===== config.mk =====
export PLATFORM = sky130hd
export DESIGN_NAME = ncs_host
export DESIGN_NICKNAME = d
export VERILOG_FILES = /design/src/logic/ncs_pkg.sv /design/src/logic/ncs_bus_cycle.sv /design/src/logic/ncs_host.sv
export VERILOG_INCLUDE_DIRS = /design/src /design/src/logic
export SDC_FILE = /design/constraint.sdc
export NUM_CORES = 1
export LEC_CHECK = 0
export ABC_AREA = 1
export BUFFER_PORTS_ARGS = -buffer_cell sky130_fd_sc_hd__buf_2
export CAP_MARGIN = 20
export CORE_AREA = 2 2 149 151
export CTS_CLUSTER_DIAMETER = 200
export DETAILED_ROUTE_END_ITERATION = 7
export DIE_AREA = 0 0 151 153
export PLACE_DENSITY = 0.73
export SYNTH_ARGS = -nofsm -noshare
export SYNTH_HDL_FRONTEND = slang
export SYNTH_SLANG_ARGS = --single-unit

===== constraint.sdc =====
create_clock -name clock_in -period 10.04 [get_ports clock_in]
set_clock_uncertainty 0.15 [all_clocks]
set_input_delay 2.008 -clock clock_in [delete_from_list [all_inputs] [get_ports clock_in]]
set_output_delay 2.008 -clock clock_in [all_outputs]
set_load 0.01 [all_outputs]

===== src/logic/ncs_defs.svh =====
// constants for the nand command sequencer host controller
`ifndef NCS_DEFS_SVH
`define NCS_DEFS_SVH
// flash command codes
`define NCS_CMD_READ        8'h00
`define NCS_CMD_READ_GO     8'h30
`define NCS_CMD_COPY_READ   8'h35
`define NCS_CMD_COPY_DEST   8'h85
`define NCS_CMD_PROG_GO     8'h10
`define NCS_CMD_ERASE_SETUP 8'h60
`define NCS_CMD_ERASE_GO    8'hD0
`define NCS_CMD_STATUS      8'h70
`define NCS_CMD_READ_ID     8'h90
`define NCS_CMD_RESET       8'hFF
`define NCS_ID_ADDR         8'h00
// status byte of the device
`define NCS_ST_FAIL         0
`define NCS_ST_PREV_FAIL    1
`define NCS_ST_TRUE_READY   5
`define NCS_ST_READY        6
`define NCS_ST_WP_OFF       7
`define NCS_ST_USED_MASK    8'hE3
`define NCS_ST_RESET_VAL    8'hC0
// controller registers (word index on the software port)
`define NCS_REG_CTRL        4'h0
`define NCS_REG_ADDR_LO     4'h1
`define NCS_REG_ADDR_HI     4'h2
`define NCS_REG_WDATA       4'h3
`define NCS_REG_STATUS      4'h4
`define NCS_REG_RDATA       4'h5
`define NCS_REG_FLASH_ST    4'h6
`define NCS_REG_ID          4'h7
// control register fields
`define NCS_CTRL_OP_LSB     0
`define NCS_CTRL_OP_W       4
`define NCS_CTRL_NDATA_LSB  8
`define NCS_CTRL_NDATA_W    8
// operation codes written to the control register
`define NCS_OP_COPY_READ    4'h1
`define NCS_OP_COPY_PROG    4'h2
`define NCS_OP_ERASE        4'h3
`define NCS_OP_STATUS       4'h4
`define NCS_OP_READ_ID      4'h5
`define NCS_OP_RESET        4'h6
`define NCS_OP_DATA_IN      4'h7
`define NCS_OP_READ_BYTE    4'h8
// timing
`define NCS_CLK_PERIOD_NS   8
`define NCS_POWER_WAIT_US   10
`define NCS_POWER_WAIT_CYC  ((`NCS_POWER_WAIT_US * 1000 + `NCS_CLK_PERIOD_NS - 1) / `NCS_CLK_PERIOD_NS)
`define NCS_STROBE_CYC      8
`define NCS_ADDR_CYC        5
`endif


===== src/logic/ncs_pkg.sv =====
// types for the nand command sequencer host controller
package ncs_pkg;
  typedef enum logic [1:0] {
    NCS_CYC_CMD,
    NCS_CYC_ADDR,
    NCS_CYC_WDATA,
    NCS_CYC_RDATA
  } ncs_cyc_e;

  // one bus cycle request toward the pin driver
  typedef struct packed {
    ncs_cyc_e   kind;
    logic [7:0] data;
  } ncs_cyc_s;

  // flash pins driven by the controller
  typedef struct packed {
    logic chip_sel_n;
    logic cmd_latch;
    logic addr_latch;
    logic write_strobe_n;
    logic read_strobe_n;
    logic write_prot_n;
  } ncs_pins_s;
endpackage


===== src/logic/ncs_bus_cycle.sv =====
// one flash bus cycle: command, address, write data or read data
`timescale 1ns/1ps
`include "ncs_defs.svh"
module ncs_bus_cycle
  import ncs_pkg::*;
(
  // clock and reset
  input  wire logic           clock_in,
  input  wire logic           rst_in,
  // request from the sequencer
  input  wire logic           start_in,
  input  wire ncs_pkg::ncs_cyc_s cyc_in,
  output logic                done_out,
  output logic [7:0]          rdata_out,
  // flash pins
  output logic                cle_out,
  output logic                ale_out,
  output logic                we_n_out,
  output logic                re_n_out,
  output logic [7:0]          io_out,
  output logic                io_oe_n_out,
  input  wire logic [7:0]     io_sync_in
);
  logic [3:0] cnt_q;
  logic       busy_q;
  ncs_cyc_s   cur_q;

  ////////////////////////////////////////////////////////////////////////////
  // write strobe low for the first half, high for the second; read strobe low for the whole cycle; data sampled at the end
  always_ff @(posedge clock_in or posedge rst_in) begin
    if (rst_in) begin
      busy_q      <= 1'b0;
      cnt_q       <= 4'h0;
      cur_q       <= '0;
      done_out    <= 1'b0;
      rdata_out   <= 8'h00;
      cle_out     <= 1'b0;
      ale_out     <= 1'b0;
      we_n_out    <= 1'b1;
      re_n_out    <= 1'b1;
      io_out      <= 8'h00;
      io_oe_n_out <= 1'b1;
    end else begin
      done_out <= 1'b0;
      if (!busy_q && start_in) begin
        busy_q      <= 1'b1;
        cnt_q       <= 4'h0;
        cur_q       <= cyc_in;
        cle_out     <= (cyc_in.kind == NCS_CYC_CMD);
        ale_out     <= (cyc_in.kind == NCS_CYC_ADDR);
        io_out      <= cyc_in.data;
        io_oe_n_out <= (cyc_in.kind == NCS_CYC_RDATA);
        we_n_out    <= (cyc_in.kind == NCS_CYC_RDATA);
        re_n_out    <= (cyc_in.kind != NCS_CYC_RDATA);
      end else if (busy_q) begin
        cnt_q <= cnt_q + 4'h1;
        if (cnt_q == 4'(`NCS_STROBE_CYC / 2 - 1)) begin
          // write strobe rises at the midpoint; the read strobe stays low until the last count
          we_n_out <= 1'b1;
        end
        if (cnt_q == 4'(`NCS_STROBE_CYC - 1)) begin
          if (cur_q.kind == NCS_CYC_RDATA) begin
            rdata_out <= io_sync_in;
          end
          re_n_out    <= 1'b1;
          cle_out     <= 1'b0;
          ale_out     <= 1'b0;
          io_oe_n_out <= 1'b1;
          busy_q      <= 1'b0;
          done_out    <= 1'b1;
        end
      end
    end
  end
endmodule


===== src/logic/ncs_host.sv =====
// host controller that sequences commands to an asynchronous nand flash
// Functional notes
// - after ready, send 85h and destination
// - copy program starts only on 10h
// - erase is 60h plus two block addresses
// - reissue 00h before resuming reads (the read byte op sends no command; after 70h it returns the status byte)
// - mask unused status bits
// - 90h, 00h, four id bytes
// - wait recovery time after power up
`timescale 1ns/1ps
`include "ncs_defs.svh"
module ncs_host
  import ncs_pkg::*;
#(
  parameter int unsigned POWER_WAIT_CYC = `NCS_POWER_WAIT_CYC
)(
  // clock and reset
  input  wire logic        clock_in,
  input  wire logic        rst_in,
  // software port
  input  wire logic [3:0]  addr_in,
  input  wire logic [31:0] wdata_in,
  input  wire logic        wr_in,
  input  wire logic        rd_in,
  output logic [31:0]      rdata_out,
  // flash control pins
  output ncs_pkg::ncs_pins_s pins_out,
  // flash data pins, two-way
  output logic [7:0]       io_out,
  output logic             io_oe_n_out,
  input  wire logic [7:0]  io_in,
  // open-drain ready line from the flash
  input  wire logic        ready_in
);
  import ncs_pkg::*;

  typedef enum logic [3:0] {
    ST_POWER, ST_IDLE, ST_ISSUE, ST_WAIT_CYC, ST_WAIT_BUSY, ST_WAIT_READY, ST_DONE
  } ncs_state_e;

  function automatic logic is_prog_op(input logic [3:0] op);
    return (op == `NCS_OP_COPY_PROG) || (op == `NCS_OP_ERASE);
  endfunction

  ncs_state_e  state_q;
  logic [3:0]  op_q;
  logic [7:0]  ndata_q;
  logic [39:0] faddr_q;
  logic [7:0]  wbyte_q;
  logic        wp_off_q;
  logic [7:0]  rbyte_q;
  logic [7:0]  flash_st_q;
  logic [31:0] id_q;
  logic [3:0]  step_q;
  logic [13:0] power_q;
  logic        done_q;
  logic        fail_q;
  logic        op_busy_q;
  logic        dev_busy_q;
  logic [2:0]  rdy_sync_q;
  logic        rdy_q;
  logic [7:0]  io_s1_q;
  logic [7:0]  io_s2_q;
  logic [7:0]  io_s3_q;
  logic [7:0]  io_stable_q;
  ncs_cyc_s    cyc_d;
  logic        cyc_start_q;
  logic        cyc_last_d;
  ncs_cyc_s    cyc_q;
  logic        cyc_done;
  logic [7:0]  cyc_rdata;
  logic        cle;
  logic        ale;
  logic        we_n;
  logic        re_n;

  ////////////////////////////////////////////////////////////////////////////
  // pin input synchronisers: a change counts once stages two and three agree
  always_ff @(posedge clock_in or posedge rst_in) begin
    if (rst_in) begin
      rdy_sync_q  <= 3'b000;
      rdy_q       <= 1'b0;
      io_s1_q     <= 8'h00;
      io_s2_q     <= 8'h00;
      io_s3_q     <= 8'h00;
      io_stable_q <= 8'h00;
    end else begin
      rdy_sync_q <= {rdy_sync_q[1:0], ready_in};
      if (rdy_sync_q[1] == rdy_sync_q[2]) begin
        rdy_q <= rdy_sync_q[2];
      end
      io_s1_q <= io_in;
      io_s2_q <= io_s1_q;
      io_s3_q <= io_s2_q;
      if (io_s2_q == io_s3_q) begin
        io_stable_q <= io_s3_q;
      end
    end
  end

  ////////////////////////////////////////////////////////////////////////////
  // software registers
  always_ff @(posedge clock_in or posedge rst_in) begin
    if (rst_in) begin
      ndata_q  <= 8'h00;
      faddr_q  <= 40'h0;
      wbyte_q  <= 8'h00;
      wp_off_q <= 1'b0;
    end else if (wr_in) begin
      case (addr_in)
        `NCS_REG_CTRL: begin
          ndata_q  <= wdata_in[`NCS_CTRL_NDATA_LSB +: `NCS_CTRL_NDATA_W];
          wp_off_q <= wdata_in[31];
        end
        `NCS_REG_ADDR_LO: faddr_q[31:0] <= wdata_in;
        `NCS_REG_ADDR_HI: faddr_q[39:32] <= wdata_in[7:0];
        `NCS_REG_WDATA: wbyte_q <= wdata_in[7:0];
        default: ;
      endcase
    end
  end

  always_ff @(posedge clock_in or posedge rst_in) begin
    if (rst_in) begin
      rdata_out <= 32'h0;
    end else if (rd_in) begin
      case (addr_in)
        `NCS_REG_CTRL: rdata_out <= {wp_off_q, 15'h0, ndata_q, 4'h0, op_q};
        `NCS_REG_ADDR_LO: rdata_out <= faddr_q[31:0];
        `NCS_REG_ADDR_HI: rdata_out <= {24'h0, faddr_q[39:32]};
        `NCS_REG_WDATA: rdata_out <= {24'h0, wbyte_q};
        `NCS_REG_STATUS: rdata_out <= {26'h0, rdy_q, dev_busy_q, fail_q, done_q,
                                       op_busy_q, (state_q == ST_POWER)};
        `NCS_REG_RDATA: rdata_out <= {24'h0, rbyte_q};
        // unused bits masked so software sees only defined flags
        `NCS_REG_FLASH_ST: rdata_out <= {24'h0, flash_st_q & `NCS_ST_USED_MASK};
        `NCS_REG_ID: rdata_out <= id_q;
        default: rdata_out <= 32'h0;
      endcase
    end
  end

  ////////////////////////////////////////////////////////////////////////////
  // cycle list of each operation; step indexes the list
  always_comb begin
    cyc_d      = '{kind: NCS_CYC_CMD, data: 8'h00};
    cyc_last_d = 1'b0;
    case (op_q)
      `NCS_OP_COPY_READ: begin
        if (step_q == 4'h0) cyc_d.data = `NCS_CMD_READ;
        else if (step_q <= 4'(`NCS_ADDR_CYC)) begin
          cyc_d.kind = NCS_CYC_ADDR;
          cyc_d.data = faddr_q[8*(step_q-4'h1) +: 8];
        end else begin
          cyc_d.data = `NCS_CMD_COPY_READ;
          cyc_last_d = 1'b1;
        end
      end
      `NCS_OP_COPY_PROG: begin
        if (step_q == 4'h0) cyc_d.data = `NCS_CMD_COPY_DEST;
        else if (step_q <= 4'(`NCS_ADDR_CYC)) begin
          cyc_d.kind = NCS_CYC_ADDR;
          cyc_d.data = faddr_q[8*(step_q-4'h1) +: 8];
        end else begin
          // program starts only on the confirm code
          cyc_d.data = `NCS_CMD_PROG_GO;
          cyc_last_d = 1'b1;
        end
      end
      `NCS_OP_DATA_IN: begin
        if (step_q == 4'h0) cyc_d.data = `NCS_CMD_COPY_DEST;
        else if (step_q <= 4'h2) begin
          cyc_d.kind = NCS_CYC_ADDR;
          cyc_d.data = faddr_q[8*(step_q-4'h1) +: 8];
        end else begin
          cyc_d.kind = NCS_CYC_WDATA;
          cyc_d.data = wbyte_q;
          cyc_last_d = 1'b1;
        end
      end
      `NCS_OP_ERASE: begin
        if (step_q == 4'h0) cyc_d.data = `NCS_CMD_ERASE_SETUP;
        else if (step_q <= 4'h2) begin
          // only address bytes 2 and 3, the first two of the three row bytes, which carry the block bits
          cyc_d.kind = NCS_CYC_ADDR;
          cyc_d.data = faddr_q[8*(step_q+4'h1) +: 8];
        end else begin
          cyc_d.data = `NCS_CMD_ERASE_GO;
          cyc_last_d = 1'b1;
        end
      end
      `NCS_OP_STATUS: begin
        if (step_q == 4'h0) cyc_d.data = `NCS_CMD_STATUS;
        else begin
          cyc_d.kind = NCS_CYC_RDATA;
          cyc_last_d = 1'b1;
        end
      end
      `NCS_OP_READ_ID: begin
        if (step_q == 4'h0) cyc_d.data = `NCS_CMD_READ_ID;
        else if (step_q == 4'h1) begin
          cyc_d.kind = NCS_CYC_ADDR;
          cyc_d.data = `NCS_ID_ADDR;
        end else begin
          cyc_d.kind = NCS_CYC_RDATA;
          cyc_last_d = (step_q == 4'h5);
        end
      end
      `NCS_OP_RESET: begin
        cyc_d.data = `NCS_CMD_RESET;
        cyc_last_d = 1'b1;
      end
      `NCS_OP_READ_BYTE: begin
        cyc_d.kind = NCS_CYC_RDATA;
        cyc_last_d = 1'b1;
      end
      default: cyc_last_d = 1'b1;
    endcase
  end

  ////////////////////////////////////////////////////////////////////////////
  // operation sequencer
  always_ff @(posedge clock_in or posedge rst_in) begin
    if (rst_in) begin
      state_q     <= ST_POWER;
      op_q        <= 4'h0;
      step_q      <= 4'h0;
      power_q     <= 14'h0;
      cyc_start_q <= 1'b0;
      cyc_q       <= '0;
      op_busy_q   <= 1'b0;
      dev_busy_q  <= 1'b0;
      done_q      <= 1'b0;
    end else begin
      cyc_start_q <= 1'b0;
      if (wr_in && addr_in == `NCS_REG_STATUS && wdata_in[2]) begin
        done_q <= 1'b0;
      end
      case (state_q)
        ST_POWER: begin
          power_q <= power_q + 14'h1;
          if (power_q == 14'(POWER_WAIT_CYC - 1)) begin
            state_q <= ST_IDLE;
          end
        end
        ST_IDLE: begin
          // busy left behind by program or erase clears once the line is back high
          if (dev_busy_q && rdy_q) begin
            dev_busy_q <= 1'b0;
          end
          if (wr_in && addr_in == `NCS_REG_CTRL) begin
            // while the device is busy only status and reset are sent
            if (!dev_busy_q || wdata_in[3:0] == `NCS_OP_STATUS ||
                wdata_in[3:0] == `NCS_OP_RESET) begin
              op_q      <= wdata_in[`NCS_CTRL_OP_LSB +: `NCS_CTRL_OP_W];
              step_q    <= 4'h0;
              op_busy_q <= 1'b1;
              state_q   <= ST_ISSUE;
            end
          end
        end
        ST_ISSUE: begin
          cyc_q       <= cyc_d;
          cyc_start_q <= 1'b1;
          state_q     <= ST_WAIT_CYC;
        end
        ST_WAIT_CYC: begin
          if (cyc_done) begin
            step_q <= step_q + 4'h1;
            if (!cyc_last_d) begin
              state_q <= ST_ISSUE;
            end else if (op_q == `NCS_OP_COPY_READ || op_q == `NCS_OP_RESET ||
                         is_prog_op(op_q)) begin
              state_q    <= ST_WAIT_BUSY;
              dev_busy_q <= 1'b1;
              power_q    <= 14'h0;
            end else begin
              state_q <= ST_DONE;
            end
          end
        end
        ST_WAIT_BUSY: begin
          // the ready line falls some time after the last write strobe
          power_q <= power_q + 14'h1;
          if (!rdy_q || power_q == 14'h00FF) begin
            // program and erase finish in the background so status stays reachable
            state_q <= is_prog_op(op_q) ? ST_DONE : ST_WAIT_READY;
          end
        end
        ST_WAIT_READY: begin
          if (rdy_q) begin
            dev_busy_q <= 1'b0;
            state_q    <= ST_DONE;
          end
        end
        ST_DONE: begin
          op_busy_q <= 1'b0;
          done_q    <= 1'b1;
          state_q   <= ST_IDLE;
        end
        default: state_q <= ST_IDLE;
      endcase
    end
  end

  ////////////////////////////////////////////////////////////////////////////
  // read results; status mode and id mode persist in the device until a new command
  always_ff @(posedge clock_in or posedge rst_in) begin
    if (rst_in) begin
      rbyte_q    <= 8'h00;
      flash_st_q <= `NCS_ST_RESET_VAL;
      id_q       <= 32'h0;
      fail_q     <= 1'b0;
    end else if (cyc_done && cyc_q.kind == NCS_CYC_RDATA) begin
      rbyte_q <= cyc_rdata;
      if (op_q == `NCS_OP_STATUS) begin
        flash_st_q <= cyc_rdata;
        fail_q     <= cyc_rdata[`NCS_ST_FAIL] | cyc_rdata[`NCS_ST_PREV_FAIL];
      end
      if (op_q == `NCS_OP_READ_ID) begin
        id_q <= {cyc_rdata, id_q[31:8]};
      end
    end
  end

  ncs_bus_cycle u_cycle (
    .clock_in    (clock_in),
    .rst_in      (rst_in),
    .start_in    (cyc_start_q),
    .cyc_in      (cyc_q),
    .done_out    (cyc_done),
    .rdata_out   (cyc_rdata),
    .cle_out     (cle),
    .ale_out     (ale),
    .we_n_out    (we_n),
    .re_n_out    (re_n),
    .io_out      (io_out),
    .io_oe_n_out (io_oe_n_out),
    .io_sync_in  (io_stable_q)
  );

  // chip select held low once out of the power wait; write protect follows software
  always_ff @(posedge clock_in or posedge rst_in) begin
    if (rst_in) begin
      pins_out <= '{chip_sel_n: 1'b1, cmd_latch: 1'b0, addr_latch: 1'b0,
                    write_strobe_n: 1'b1, read_strobe_n: 1'b1, write_prot_n: 1'b0};
    end else begin
      pins_out.chip_sel_n     <= (state_q == ST_POWER);
      pins_out.cmd_latch      <= cle;
      pins_out.addr_latch     <= ale;
      pins_out.write_strobe_n <= we_n;
      pins_out.read_strobe_n  <= re_n;
      pins_out.write_prot_n   <= wp_off_q;
    end
  end
endmodule


After elaboration in Yosys (flattened, before gate mapping)
Cells that the tools add are included.
{ "classes": {"bitwise_logic": 2, "order_cmp": 2, "n_reduce_logical": 45, "addsub": 5, "mux": 78, "shifts": 2, "eq_ne": 44} }
{ "op_table": {"columns": ["operator", "n"], "rows": [
  ["case mux 32 bit (8 select lines)", 1],
  ["two-way mux 8 bit", 8],
  ["== test 4 x 3 -> 1 bit (second input constant)", 15],
  ["case mux 8 bit (7 select lines)", 1],
  ["two-way mux 4 bit", 11],
  ["two-way mux 14 bit", 3],
  ["indexed part select 40 x 33 -> 8 bit", 1],
  ["indexed part select 40 x 9 -> 8 bit", 1],
  ["two-way mux 1 bit", 37],
  ["== test 4 x 2 -> 1 bit (second input constant)", 7],
  ["case mux 14 bit (2 select lines)", 1],
  ["case mux 4 bit (6 select lines)", 1],
  ["inequality test 2 bit (second input constant)", 9],
  ["== test 4 x 1 -> 1 bit (second input constant)", 4],
  ["AND reduction 2 bit", 8],
  ["adder 14 x 1 -> 14 bit (second input constant)", 1],
  ["== test 14 x 11 -> 1 bit (second input constant)", 1],
  ["== test 14 x 8 -> 1 bit (second input constant)", 1],
  ["two-way mux 2 bit", 7],
  ["nonzero test 2 bit", 7],
  ["logical NOT 4 bit", 3],
  ["case mux 2 bit (6 select lines)", 1],
  ["AND reduction 4 bit", 3],
  ["AND reduction 6 bit", 2],
  ["other kinds (27)", 44]
]} }
{ "totals": {"elab_cells": 221, "reg_bits": 249, "input_bits": 49, "output_inout_bits": 47} }

Logic depth before layout (Yosys ltp)
Gate-level depths: netlist of run 1.
{ "logic_depth": {"ltp_word": 7, "depth_mapped": 16, "mapped_depth_nobuf": 15} }

Hierarchy
Synthesis of run 1 repeated with hierarchy kept, for this count alone.
{ "hier_totals": {"hier_cells": 1415, "hier_area_um2": 11583.6} }
{ "by_module_without_submodules": {"columns": ["module", "area_per_inst_um2", "seq_area_each_um2", "cells_per_inst", "n_inst"], "rows": [
  ["ncs_host", 10383.7, 5411.4, 1279, 1],
  ["ncs_bus_cycle", 1199.9, 729.4, 136, 1]
]} }

Worst setup path after synthesis of run 1
OpenSTA, ideal clock, no wires.
{ "synth_timing": {"path_type": "input -> register", "from": "input addr_in[1]", "to": "register state_q[2]", "n_path_buf": 0, "setup_slack_ps": 6818, "cell_stages": 9, "required_time_ps": 9825, "t_arrival_ps": 3007, "setup_time_ps": 65, "path_cell_list": "nor2_1 > nand2_2 > nor2_4 > nand2_1 > a21oi_2 > nand3_2 > nor2_2 > o21ai_1 > nand2_1"} }
{ "synth_between": {"elab_chain_len": 4} }
{ "synth_lines": {"columns": ["element", "line_no", "rtl"], "rows": [
  ["from (decl)", "ncs_host.sv:21", "input wire logic [3:0] addr_in,"],
  ["logical NOT 4 bit", null, null],
  ["logical AND 1 bit (no source line)", null, null],
  ["inequality test 2 bit (no source line)", null, null],
  ["AND reduction 6 bit (no source line)", null, null],
  ["to (signal assigned)", "ncs_host.sv:287", "state_q <= is_prog_op(op_q) ? ST_DONE : ST_WAIT_READY;"],
  ["to (decl)", "ncs_host.sv:45", "ncs_state_e state_q;"]
]} }
No other way between the ends.
A chain may end at the register's enable or synchronous reset.

Worst setup path after layout of run 1
{ "layout_timing": {"from": "register step_q[0]", "to": "register cyc_q[2] (netlist name)"} }
{ "layout_between": {"elab_chain_len": 5, "word_cells_on_any_way": 16, "cone_classes": "add/sub (2); order compare (2); shift (2); mux (9); reduce/logical (1)"} }
{ "layout_lines": {"columns": ["element", "line_no", "rtl"], "rows": [
  ["from (decl)", "ncs_host.sv:54", "logic [3:0] step_q;"],
  ["from (signal assigned)", "ncs_host.sv:269", "step_q <= step_q + 4'h1;"],
  ["adder 4 x 1 -> 5 bit or subtractor 4 x 1 -> 5 bit (tied branches)", null, null],
  ["indexed part select 40 x 9 -> 8 bit or indexed part select 40 x 33 -> 8 bit (tied branches)", null, null],
  ["two-way mux 8 bit (tied with other cells)", "ncs_host.sv:183", "else if (step_q <= 4'h2) begin"],
  ["two-way mux 8 bit, on equally long branches", null, null],
  ["case mux 8 bit (7 select lines) (*)", "ncs_host.sv:148", "case (op_q)"],
  ["to (signal assigned)", "ncs_host.sv:263", "cyc_q <= cyc_d;"],
  ["to (decl)", "ncs_host.sv:69", "ncs_cyc_s cyc_q;"]
]} }
Every way passes the cells marked *; elsewhere a longest branch is shown, timed or not.

==> results.toml, run 1 <==
[timing]
finalSetupViolations = 0
fin_crit_sh_pct = 38.0
drv_slew = 0
max_slew_margin_pct = 31.9
rsz0062_at_grt = "false"
setup_ws_ps = 6220
tightest_slew_ps = 1020
layout_min_cycle_time_ps = 3820
tns_ps = 0
hold_viol = 0
max_freq_mhz = 262

[drt]
routed_wl_um = 29100
vias = 9520
via_per_inst = 5.42
wl_per_cell_um = 16.6
initialDrtViolationCount = 737
first_pass_iters = 5
drc = 0
drtAntennaViolNets = 0

[floorplanning]
start_util_pct = 53.9
rows = 54
die-area_um2 = 23100
io_pins = 96
die_height_um = 153
die_w_um = 151
core-area_um2 = 21500

[global_routing]
grt_overflow = 0
grtUsageTotal_pct = 25.9
grt_pass1_vias = 9128
antenna_found_initial = 2
grt_pass1_wl_um = 47500
grt_max_degree = 121

[critical_path]
ff2ff_setup_slack_ps = 6220
r2r_start = "step_q[0]$_DFFE_PP0P_"
crit_fanout = 33
crit_path_end_kind = "register"
worstSetupPathType = "reg -> reg"
timing.rr.end = "cyc_q[2]$_DFFE_PP0P_"
ff2ff_path_depth = 12
crit_arrival_ps = 4140
startpoint_type = "register"
worstPathRequired_ps = 10360

[synth]
synth-simple-area-share_pct = 26.6
seq_area_frac_synth_pct = 53.1
ys_warn_count = 0
ys_async_sr_fraction_pct = 100
synth_compound_area_share_pct = 9.46
ys.flop_type = "dfrtp_1"
ys_types = 53
synth_nets = 1424
synth_edf_count = 0
synthMuxAreaShare_pct = 2.63
synth_top_family_by_area = "simple AND/OR/NAND/NOR gates"
syn_area_per_cell_um2 = 8.47
synthAdderAreaFrac_pct = 1.06
ys_ff_latch = 245
syn-cell-area_um2 = 11600
syn_inst = 1366
yosys.area_share.xor_xnor_pct = 1.14

[final_layout]
multi_input_area_um2 = 4730
area_growth_pct = 13.8
nNetsFinal = 1513
regArea_um2 = 6140
drive_gt1_share_pct = 17.5
layout.cells.non_filler = 1758
fillers = 1896

[pwr]
leakage_nw = 6.68
cellPowerDensity_nw_per_um2 = 242
max-vdd-ir-drop_mv = 0.172
p_total_mw = 3.19

[clocking]
cts_root_buf = "clkbuf_16"
cts_buffers = 27
holdBufCountCts = 0
htreeDepth = 1
cts_tree = "yes"
worstSkewPairLatency_ps = 550
cts_resized = 0
cts_buffer_depth = 3
cts_num_sinks = 245
clk_pin_slew_worst_paths_ps = 60
post_cts_buffers = 0

[placed_design]
gp_congestion = 0.937
dp_hpwl_um = 20800
io_buffers = 95
dp_cells = 1706
place_ws_ps = 6050

[outcome]
outcome = "complete, no violations"

[hold_path]
min_path_cells = 0
hp-start = "io_s1_q[6]$_DFF_PP0_"
min_path_type = "reg -> reg"
whs_endpoint = "io_s2_q[6]$_DFF_PP0_"

[run]
max_cap_viol_count = 0
[worst max path at each step]
| stage | end | slack [ps] | startpoint |
|---|---|---|---|
| after CTS | cyc_q[6]$_DFFE_PP0P_ | 6300 | step_q[0]$_DFFE_PP0P_ |
| final | cyc_q[2]$_DFFE_PP0P_ | 6220 | step_q[0]$_DFFE_PP0P_ |
| after floorplan | cyc_q[0]$_DFFE_PP0P_ | 1170 | rst_in |
| after global routing | cyc_q[2]$_DFFE_PP0P_ | 5890 | step_q[0]$_DFFE_PP0P_ |
| after detailed placement | faddr_q[23]$_DFFE_PP0P_ | 6050 | addr_in[3] |
| after global placement | faddr_q[24]$_DFFE_PP0P_ | 6060 | addr_in[3] |
[critical path: stages (launching register included)]
cell and delay [ps]:
dfrtp_1 1010, clkinv_1 810, ha_1 770, inv_1 280
nor2_1 150, nand2_1 60, nand2_1 100, nand4_1 100
nand2_1 90, inv_1 40, nand3_1 70, nand2_1 50
nand2_1 60
[registers in the layout (all words and copies together), names as in the netlist, 4 cells and up]
name and cells:
cyc_q 10, faddr_q 40, flash_st_q 5, id_q 32, io_s1_q 8, io_s2_q 8
io_s3_q 8, io_stable_q 8, ndata_q 8, op_q 4, pins_out 6, power_q 14
rbyte_q 8, rdata_out 32, step_q 4, u_cycle.cnt_q 4, u_cycle.io_out 8, u_cycle.rdata_out 8
wbyte_q 8
[per-stage QoR]
step | utilization, % | hold slack (ps) | area [um^2]
finish | 61.3 | 198 | 13200
global route | 61.3 | 203 | 13200
CTS | 61.3 | 200 | 13200
detailed placement | 57.1 | 187 | 12300
global placement | 57.0 | 183 | 12200
floorplan | - | 181 | 11600
[layer usage]
layer  part of all wire (%)  vias up  wire length, um  global-route usage (%)
li1                       -     4595                -                       -
met1                     45     4533            13100                    38.2
met2                     45      321            13000                    38.9
met3                    6.5       71             1910                    4.63
met4                    3.7        0             1070                    8.95
met5                      0        -                0                       0
[synth_stat cells, types with 5 or more instances]
library cell	n	area [um^2]
inv_2	12	45.0
nand2_1	458	1720
dfstp_2	8	210
o22ai_1	9	56.3
or2_2	5	31.3
nand2_2	27	169
nor2_1	69	259
nor2_4	9	101
o21ai_1	10	50.1
nand3_1	72	360
o21ai_0	109	546
nor2_2	8	50.1
clkbuf_1	22	82.6
xor2_1	14	123
mux2_2	24	270
nand4_1	18	113
o211ai_1	8	60.1
dfrtp_1	237	5930
ha_1	9	113
buf_2	15	75.1
inv_1	117	439
nor3_1	13	65.1
a21oi_1	43	215
[cell usage in the layout, fill, tap and decap left out, types with 9 or more instances in the layout]
| master | Yosys | final |
|---|---|---|
| a21oi_1 | 43 | 43 |
| buf_2 | 15 | 95 |
| clkbuf_16 | 0 | 27 |
| dfrtp_1 | 237 | 237 |
| ha_1 | 9 | 9 |
| inv_1 | 117 | 116 |
| inv_2 | 12 | 12 |
| mux2_2 | 24 | 24 |
| nand2_1 | 458 | 458 |
| nand2_2 | 27 | 27 |
| nand3_1 | 72 | 72 |
| nand4_1 | 18 | 18 |
| nor2_1 | 69 | 69 |
| nor2_4 | 9 | 9 |
| nor3_1 | 13 | 13 |
| o21ai_0 | 109 | 109 |
| o21ai_1 | 10 | 10 |
| o22ai_1 | 9 | 9 |
| xor2_1 | 14 | 14 |
[kinds of logic after synthesis]
group	Yosys count
AOI/OAI and AO/OA	199
xor gates and xnor gates	15
adders and majority gates	10
buffers and inverters	174
DFF	245
muxes	27
and+or+nand+nor	696
[power breakdown]
part           switching (mW)  total [mW]  internal [mW]
Clock                   0.409       0.987          0.578
Sequential              0.167        1.32           1.15
Combinational           0.587       0.879          0.292
Total                    1.16        3.19           2.02
[layout make-up]
class	instances	area share (%)
Multi-Input combinational cell	947	35.9
Inverter	133	3.87
Tap cell	280	2.66
Timing Repair Buffer	101	4.11
Clock buffer	36	5.69
Sequential cell	245	46.6
Antenna cell	2	0.0380
Clock inverter	14	1.05
(Power assumes the default switching activity.)
==> run 2, diff against run 1 <==
Settings changed: CORE_AREA 2 2 149 151 to 2 2 150 152, DIE_AREA 0 0 151 153 to 0 0 152 154, PLACE_DENSITY 0.73 to 0.75.
Clock period 10.04 ns to 3.3 ns, I/O delays scaled along.
==> run 2 against run 1 <==
  * The flow now finishes with violations (negative hold slack)
  * Critical path type unchanged
  * Core utilization up 0.67 points
  * First-iteration DRC count up 11%
  * Sequential share of layout area down 0.93 points
  * Register-to-register slack worse by 5400 ps
  * Cell count up 1.1%
  * Flip-flop and latch count unchanged
  * Power rose to 3.1 times the previous value
  * Non-clock buffer count up 21
  * Clock power rose to 3.2 times the previous value
  * Global-route usage down 0.60 points
==> results.toml, run 2 (synthesis results as in run 1) <==
[outcome]
outcome = "complete, but fails checks"
violations = "negative hold slack"

[drt]
wl_per_cell_um = 16.7
initialDrtViolationCount = 820
vias = 9621
routed.top_layer = "met4"
via_per_inst = 5.41
drc = 0
wl_met3_um = 1710
routed_wl_um = 29600
routed-wl-met2_um = 13700
drtAntennaViolNets = 0
first_pass_iters = 5
wl_met1_um = 13400

[clocking]
cts_resized = 0
cts_num_sinks = 245
clk_pin_slew_worst_paths_ps = 60
worstSkewPairLatency_ps = 540
cts_buffers = 27
holdBufCountCts = 0
cts_tree = "yes"
post_cts_buffers = 0
cts_buffer_depth = 3
cts_root_buf = "clkbuf_16"
htreeDepth = 1

[critical_path]
worstSetupPathType = "reg -> reg"
slowest_delay_ps = 360
slowest_stage = "ha_1"
startpoint_type = "register"
crit_family = "simple AND/OR/NAND/NOR gates"
crit_fanout = 14
crit_path_cell_trace = "clkinv_1 > ha_1 > inv_1 > nand2_1 > nand2_1 > nand2_2 > nor2_1 > nor2_2 > nand4_4 > nand4_4 > nand2_2 > nand2_2"
cp_num_buf_inv = 2
crit_path_end_kind = "register"
worstPathRequired_ps = 3570
crit_arrival_ps = 2800
path_common_cell = "nand2_2"

[timing]
max_freq_mhz = 396
rsz0062_at_grt = "false"
tns_ps = 0
layout_min_cycle_time_ps = 2530
drv_slew = 0
finalSetupViolations = 0
max_slew_margin_pct = 47.1
hold_viol = 1
tightest_slew_ps = 787
hold_ws_ps = -0.0275
fin_crit_sh_pct = 76.6

[pwr]
p_total_mw = 9.95
combPwrFrac_pct = 28.3
max-vdd-ir-drop_mv = 0.513
leakage_nw = 6.82
p_sw_share_pct = 35.7
netSwitchingPower_mw = 3.55
seqPwrFrac_pct = 39.7
p_int_mw = 6.40
cellPowerDensity_nw_per_um2 = 741
pwr-share-clk_pct = 32.0

[global_routing]
grt_overflow = 0
grtUsageTotal_pct = 25.3
grt_pass1_wl_um = 48200
grt_pass1_vias = 9186
antenna_found_initial = 0
grt_max_degree = 46

[final_layout]
regArea_um2 = 6140
largest_register = "faddr_q"
drive_gt1_share_pct = 18.5
final_cell_mix = "nand2_1 (458), dfrtp_1 (237), inv_1 (116)"
largestRegisters = "faddr_q: 40 flops, id_q: 32 flops, rdata_out: 32 flops"
layout.cells.non_filler = 1777
multi_input_area_um2 = 4730
fillers = 1906
final_common_cell = "nand2_1"
nNetsFinal = 1534
diodes = 0
largest_reg_flops = 40
area_growth_pct = 16.1

[floorplanning]
rows = 54
die_height_um = 154
core-area_um2 = 21700
die-area_um2 = 23400
die_w_um = 152
io_pins = 96
start_util_pct = 53.4

[placed_design]
gp_congestion = 0.927
dp_hpwl_um = 21700
dp_cells = 1726
io_buffers = 95

[run]
max_cap_viol_count = 0

[hold_path]
min_path_type = "in -> async"
[run 2: cell types whose count changed in the layout (fill, tap and decap cells not counted), sizes merged]
cell      delta
diode        -2
inv          -2
bufinv       +2
clkbuf       +4
buf         +21
clkinv       -5
clkinvlp     +1
[run 2: cell type report]
cell class,count,area share (%)
flip-flops and latches,245,45.7
multi-input cells,947,35.2
clock buffers,40,5.84
repair buffers,122,5.66
inverters,133,3.76
well taps,280,2.61
clock inverters,10,1.20
[run 2: per-layer routing]
| metal | up-vias | GRT usage (%) |
|---|---|---|
| met5 | - | 0 |
| met4 | 0 | 7.74 |
| met3 | 54 | 3.41 |
| met2 | 318 | 40.7 |
| met1 | 4610 | 36.2 |
| li1 | 4639 | - |
[run 2: metrics by stage]
| step | utilization (%) | hold slack, ps | setup WS (ps) | area (um^2) |
|---|---|---|---|---|
| 3_5_place_dp | 57.5 | 185 | 881 | 12500 |
| 4_1_cts | 61.8 | 3.03 | 838 | 13400 |
| 6_report | 61.9 | -0.0275 | 773 | 13400 |
| 5_1_grt | 61.9 | 39.0 | 570 | 13400 |
| 3_3_place_gp | 57.5 | 182 | 915 | 12500 |
| 2_1_floorplan | - | 181 | -721 | 11600 |
[run 2: path summary, 6_finish.rpt]
kind / cells after the start / slack, ps / to / from
worst max-delay path: 12 / 770 / power_q[5]$_DFFE_PP0P_ / step_q[1]$_DFFE_PP0P_
worst min-delay path: 2 / -0.03 / io_s2_q[7]$_DFF_PP0_ / rst_in
worst max register to register: 12 / 770 / power_q[5]$_DFFE_PP0P_ / step_q[1]$_DFFE_PP0P_
worst min register to register: 0 / 200 / io_s2_q[0]$_DFF_PP0_ / io_s1_q[0]$_DFF_PP0_
max in group asynchronous: 4 / 2200 / pins_out[0]$_DFF_PP0_ / rst_in
min in group clock_in: 1 / 80 / io_s1_q[2]$_DFF_PP0_ / io_in[2]
[run 2: power groups by stage]
stage               clock (mW)  combinational [mW]  sequential [mW]
global placement             0                2.75             3.98
detailed placement           0                2.78             3.99
CTS                       3.22                2.79             3.95
finish                    3.18                2.82             3.95
floorplan                    0                2.07             3.90
global route              3.35                3.16             4.02
==> run 3, diff against run 2 <==
Clock period 3.3 ns to 2.12 ns, I/O delays scaled along.
==> run 3 against run 2 <==
  * The run now ends clean
  * Core utilization is 3.1 points higher
  * Wire length increased by 4.0%
  * Clock power grew 61%
  * Clock-buffer cell count is 4 lower
  * Largest power group unchanged
  * Largest cell class unchanged
  * Highest routed layer unchanged
==> results.toml, run 3 (synthesis results as in run 1) <==
[pwr]
p_sw_share_pct = 35.4
netSwitchingPower_mw = 5.70
p_int_mw = 10.4
leakage_nw = 7.12
pwr-share-clk_pct = 31.8
seqPwrFrac_pct = 38.3
max-vdd-ir-drop_mv = 0.722
cellPowerDensity_nw_per_um2 = 1140
combPwrFrac_pct = 29.9
p_total_mw = 16.1

[global_routing]
grt.met3_usage_pct = 3.78
grt_pass1_wl_um = 50000
use_met2_pct = 42.7
grt_use_met1_pct = 37.1
grt_overflow = 0
grt_busiest_layer = "met2"
grt_pass1_vias = 9593
grtUsageTotal_pct = 26.3
grt_max_degree = 48
antenna_found_initial = 1

[timing]
max_freq_mhz = 485
drv_slew = 0
rsz0062_at_grt = "true"
hold_viol = 0
max_slew_margin_pct = 65.5
layout_min_cycle_time_ps = 2060
tightest_slew_ps = 514
fin_crit_sh_pct = 97.3
finalSetupViolations = 0

[outcome]
outcome = "complete, no violations"

[final_layout]
largest_reg_flops = 40
utilization_pct = 65.0
largest_register = "faddr_q"
drive_gt1_share_pct = 20.5
multi_input_area_um2 = 4770
regArea_um2 = 6140
area_growth_pct = 21.9
fillers = 1813
nNetsFinal = 1595
final_common_cell = "nand2_1"
final_cell_mix = "nand2_1 (458), dfrtp_1 (236), inv_1 (114)"
largestRegisters = "faddr_q: 40 flops, id_q: 32 flops, rdata_out: 32 flops"

[run]
max_cap_viol_count = 0

[floorplanning]
core-area_um2 = 21700
io_pins = 96
rows = 54
die_w_um = 152
start_util_pct = 53.4
die_height_um = 154
die-area_um2 = 23400

[clocking]
cts_num_sinks = 245
clk_pin_slew_worst_paths_ps = 60
worstSkewPairLatency_ps = 550
cts_tree = "yes"
htreeDepth = 1
cts_root_buf = "clkbuf_16"
cts_buffer_depth = 3
cts_buffers = 27

[drt]
routed_wl_um = 30800
drc = 0
wl_per_cell_um = 16.7
drtAntennaViolNets = 0
via_per_inst = 5.41
first_pass_iters = 5
initialDrtViolationCount = 739
vias = 9941

[placed_design]
io_buffers = 95
dp_hpwl_um = 22400
gp_congestion = 0.989

[critical_path]
worstPathRequired_ps = 2410
startpoint_type = "register"
crit_path_end_kind = "register"
worstSetupPathType = "reg -> reg"
crit_arrival_ps = 2350
crit_fanout = 6

[hold_path]
min_path_type = "in -> reg"
run 3: changes by cell type in the layout (fill, tap and decap cells not counted), sizes merged, moves of 3 or more:
cell,delta
dlygate4sd3,+33
buf,+27
clkinvlp,+3
clkbuf,-4
run 3: power groups by stage:
stage	Combinational, mW	Clock [mW]	Sequential, mW
after floorplan	3.24	0	6.07
after global placement	4.40	0	6.17
after detailed placement	4.49	0	6.20
after CTS	4.64	5.19	6.13
after global routing	5.37	5.38	6.25
final	4.81	5.12	6.16
run 3: repair_timing:
item / 4_1_cts / 5_1_grt
pin swaps: 0 / 1
hold buffers: 33 / 0
setup endpoints to repair: 14 / 22
resized for setup: 0 / 10
gates cloned: 0 / 1
buffers inserted: 1 / 4
hold endpoints to repair: 46 / 0
run 3: area by class of cell:
cell class                      instances  share of cell area [%]
Sequential cell                       245                    43.6
Clock buffer                           36                    5.46
Timing Repair inverter                  1                  0.0355
Clock inverter                         14                    1.56
Antenna cell                            1                  0.0177
Tap cell                              280                    2.48
Inverter                              133                    3.63
Multi-Input combinational cell        947                    33.8
Timing Repair Buffer                  182                    9.47
run 3: path summary, 6_finish.rpt:
path / startpoint / endpoint / slack [ps] / cells after the start
worst min-delay path: wdata_in[27] / faddr_q[27]$_DFFE_PP0P_ / 6 / 3
min in group asynchronous: rst_in / io_s2_q[0]$_DFF_PP0_ / 270 / 3
max in group asynchronous: rst_in / rdata_out[24]$_DFFE_PP0P_ / 830 / 5
worst max-delay path: step_q[0]$_DFFE_PP0P_ / cyc_q[1]$_DFFE_PP0P_ / 60 / 11
worst min register to register: io_s1_q[4]$_DFF_PP0_ / io_s2_q[4]$_DFF_PP0_ / 200 / 0
worst max register to register: step_q[0]$_DFFE_PP0P_ / cyc_q[1]$_DFFE_PP0P_ / 60 / 11
run 3: per-stage QoR:
| stage | hold WS [ps] | std cells | area, um^2 | setup TNS (ps) | setup WS, ps |
|---|---|---|---|---|---|
| after floorplan | 181 | 1366 | 11600 | -401250 | -1670 |
| after global placement | 181 | 1749 | 12700 | 0 | 50.4 |
| after detailed placement | 186 | 1749 | 12700 | -179 | -25.6 |
| after CTS | 0.386 | 1833 | 14000 | 0 | 28.2 |
| after global routing | 3.14 | 1838 | 14100 | -101 | -79.0 |
| final | 6.30 | 1839 | 14100 | 0 | 57.1 |
run 3: critical path, cell delays in order, from the launching register on:
cell and delay (ps):
dfrtp_2 450, inv_4 120, ha_1 160, inv_1 40
nand2_1 60, nand2_2 100, nand3_1 210, inv_1 110
a21oi_1 250, o211ai_1 170, nand2_1 90, nand2_1 40
run 3: per-layer routing:
metal | share of wire (%) | vias up
met3 | 5.7 | 61
met1 | 45 | 4810
met5 | 0 | -
met4 | 2.9 | 0
li1 | - | 4756
met2 | 47 | 314
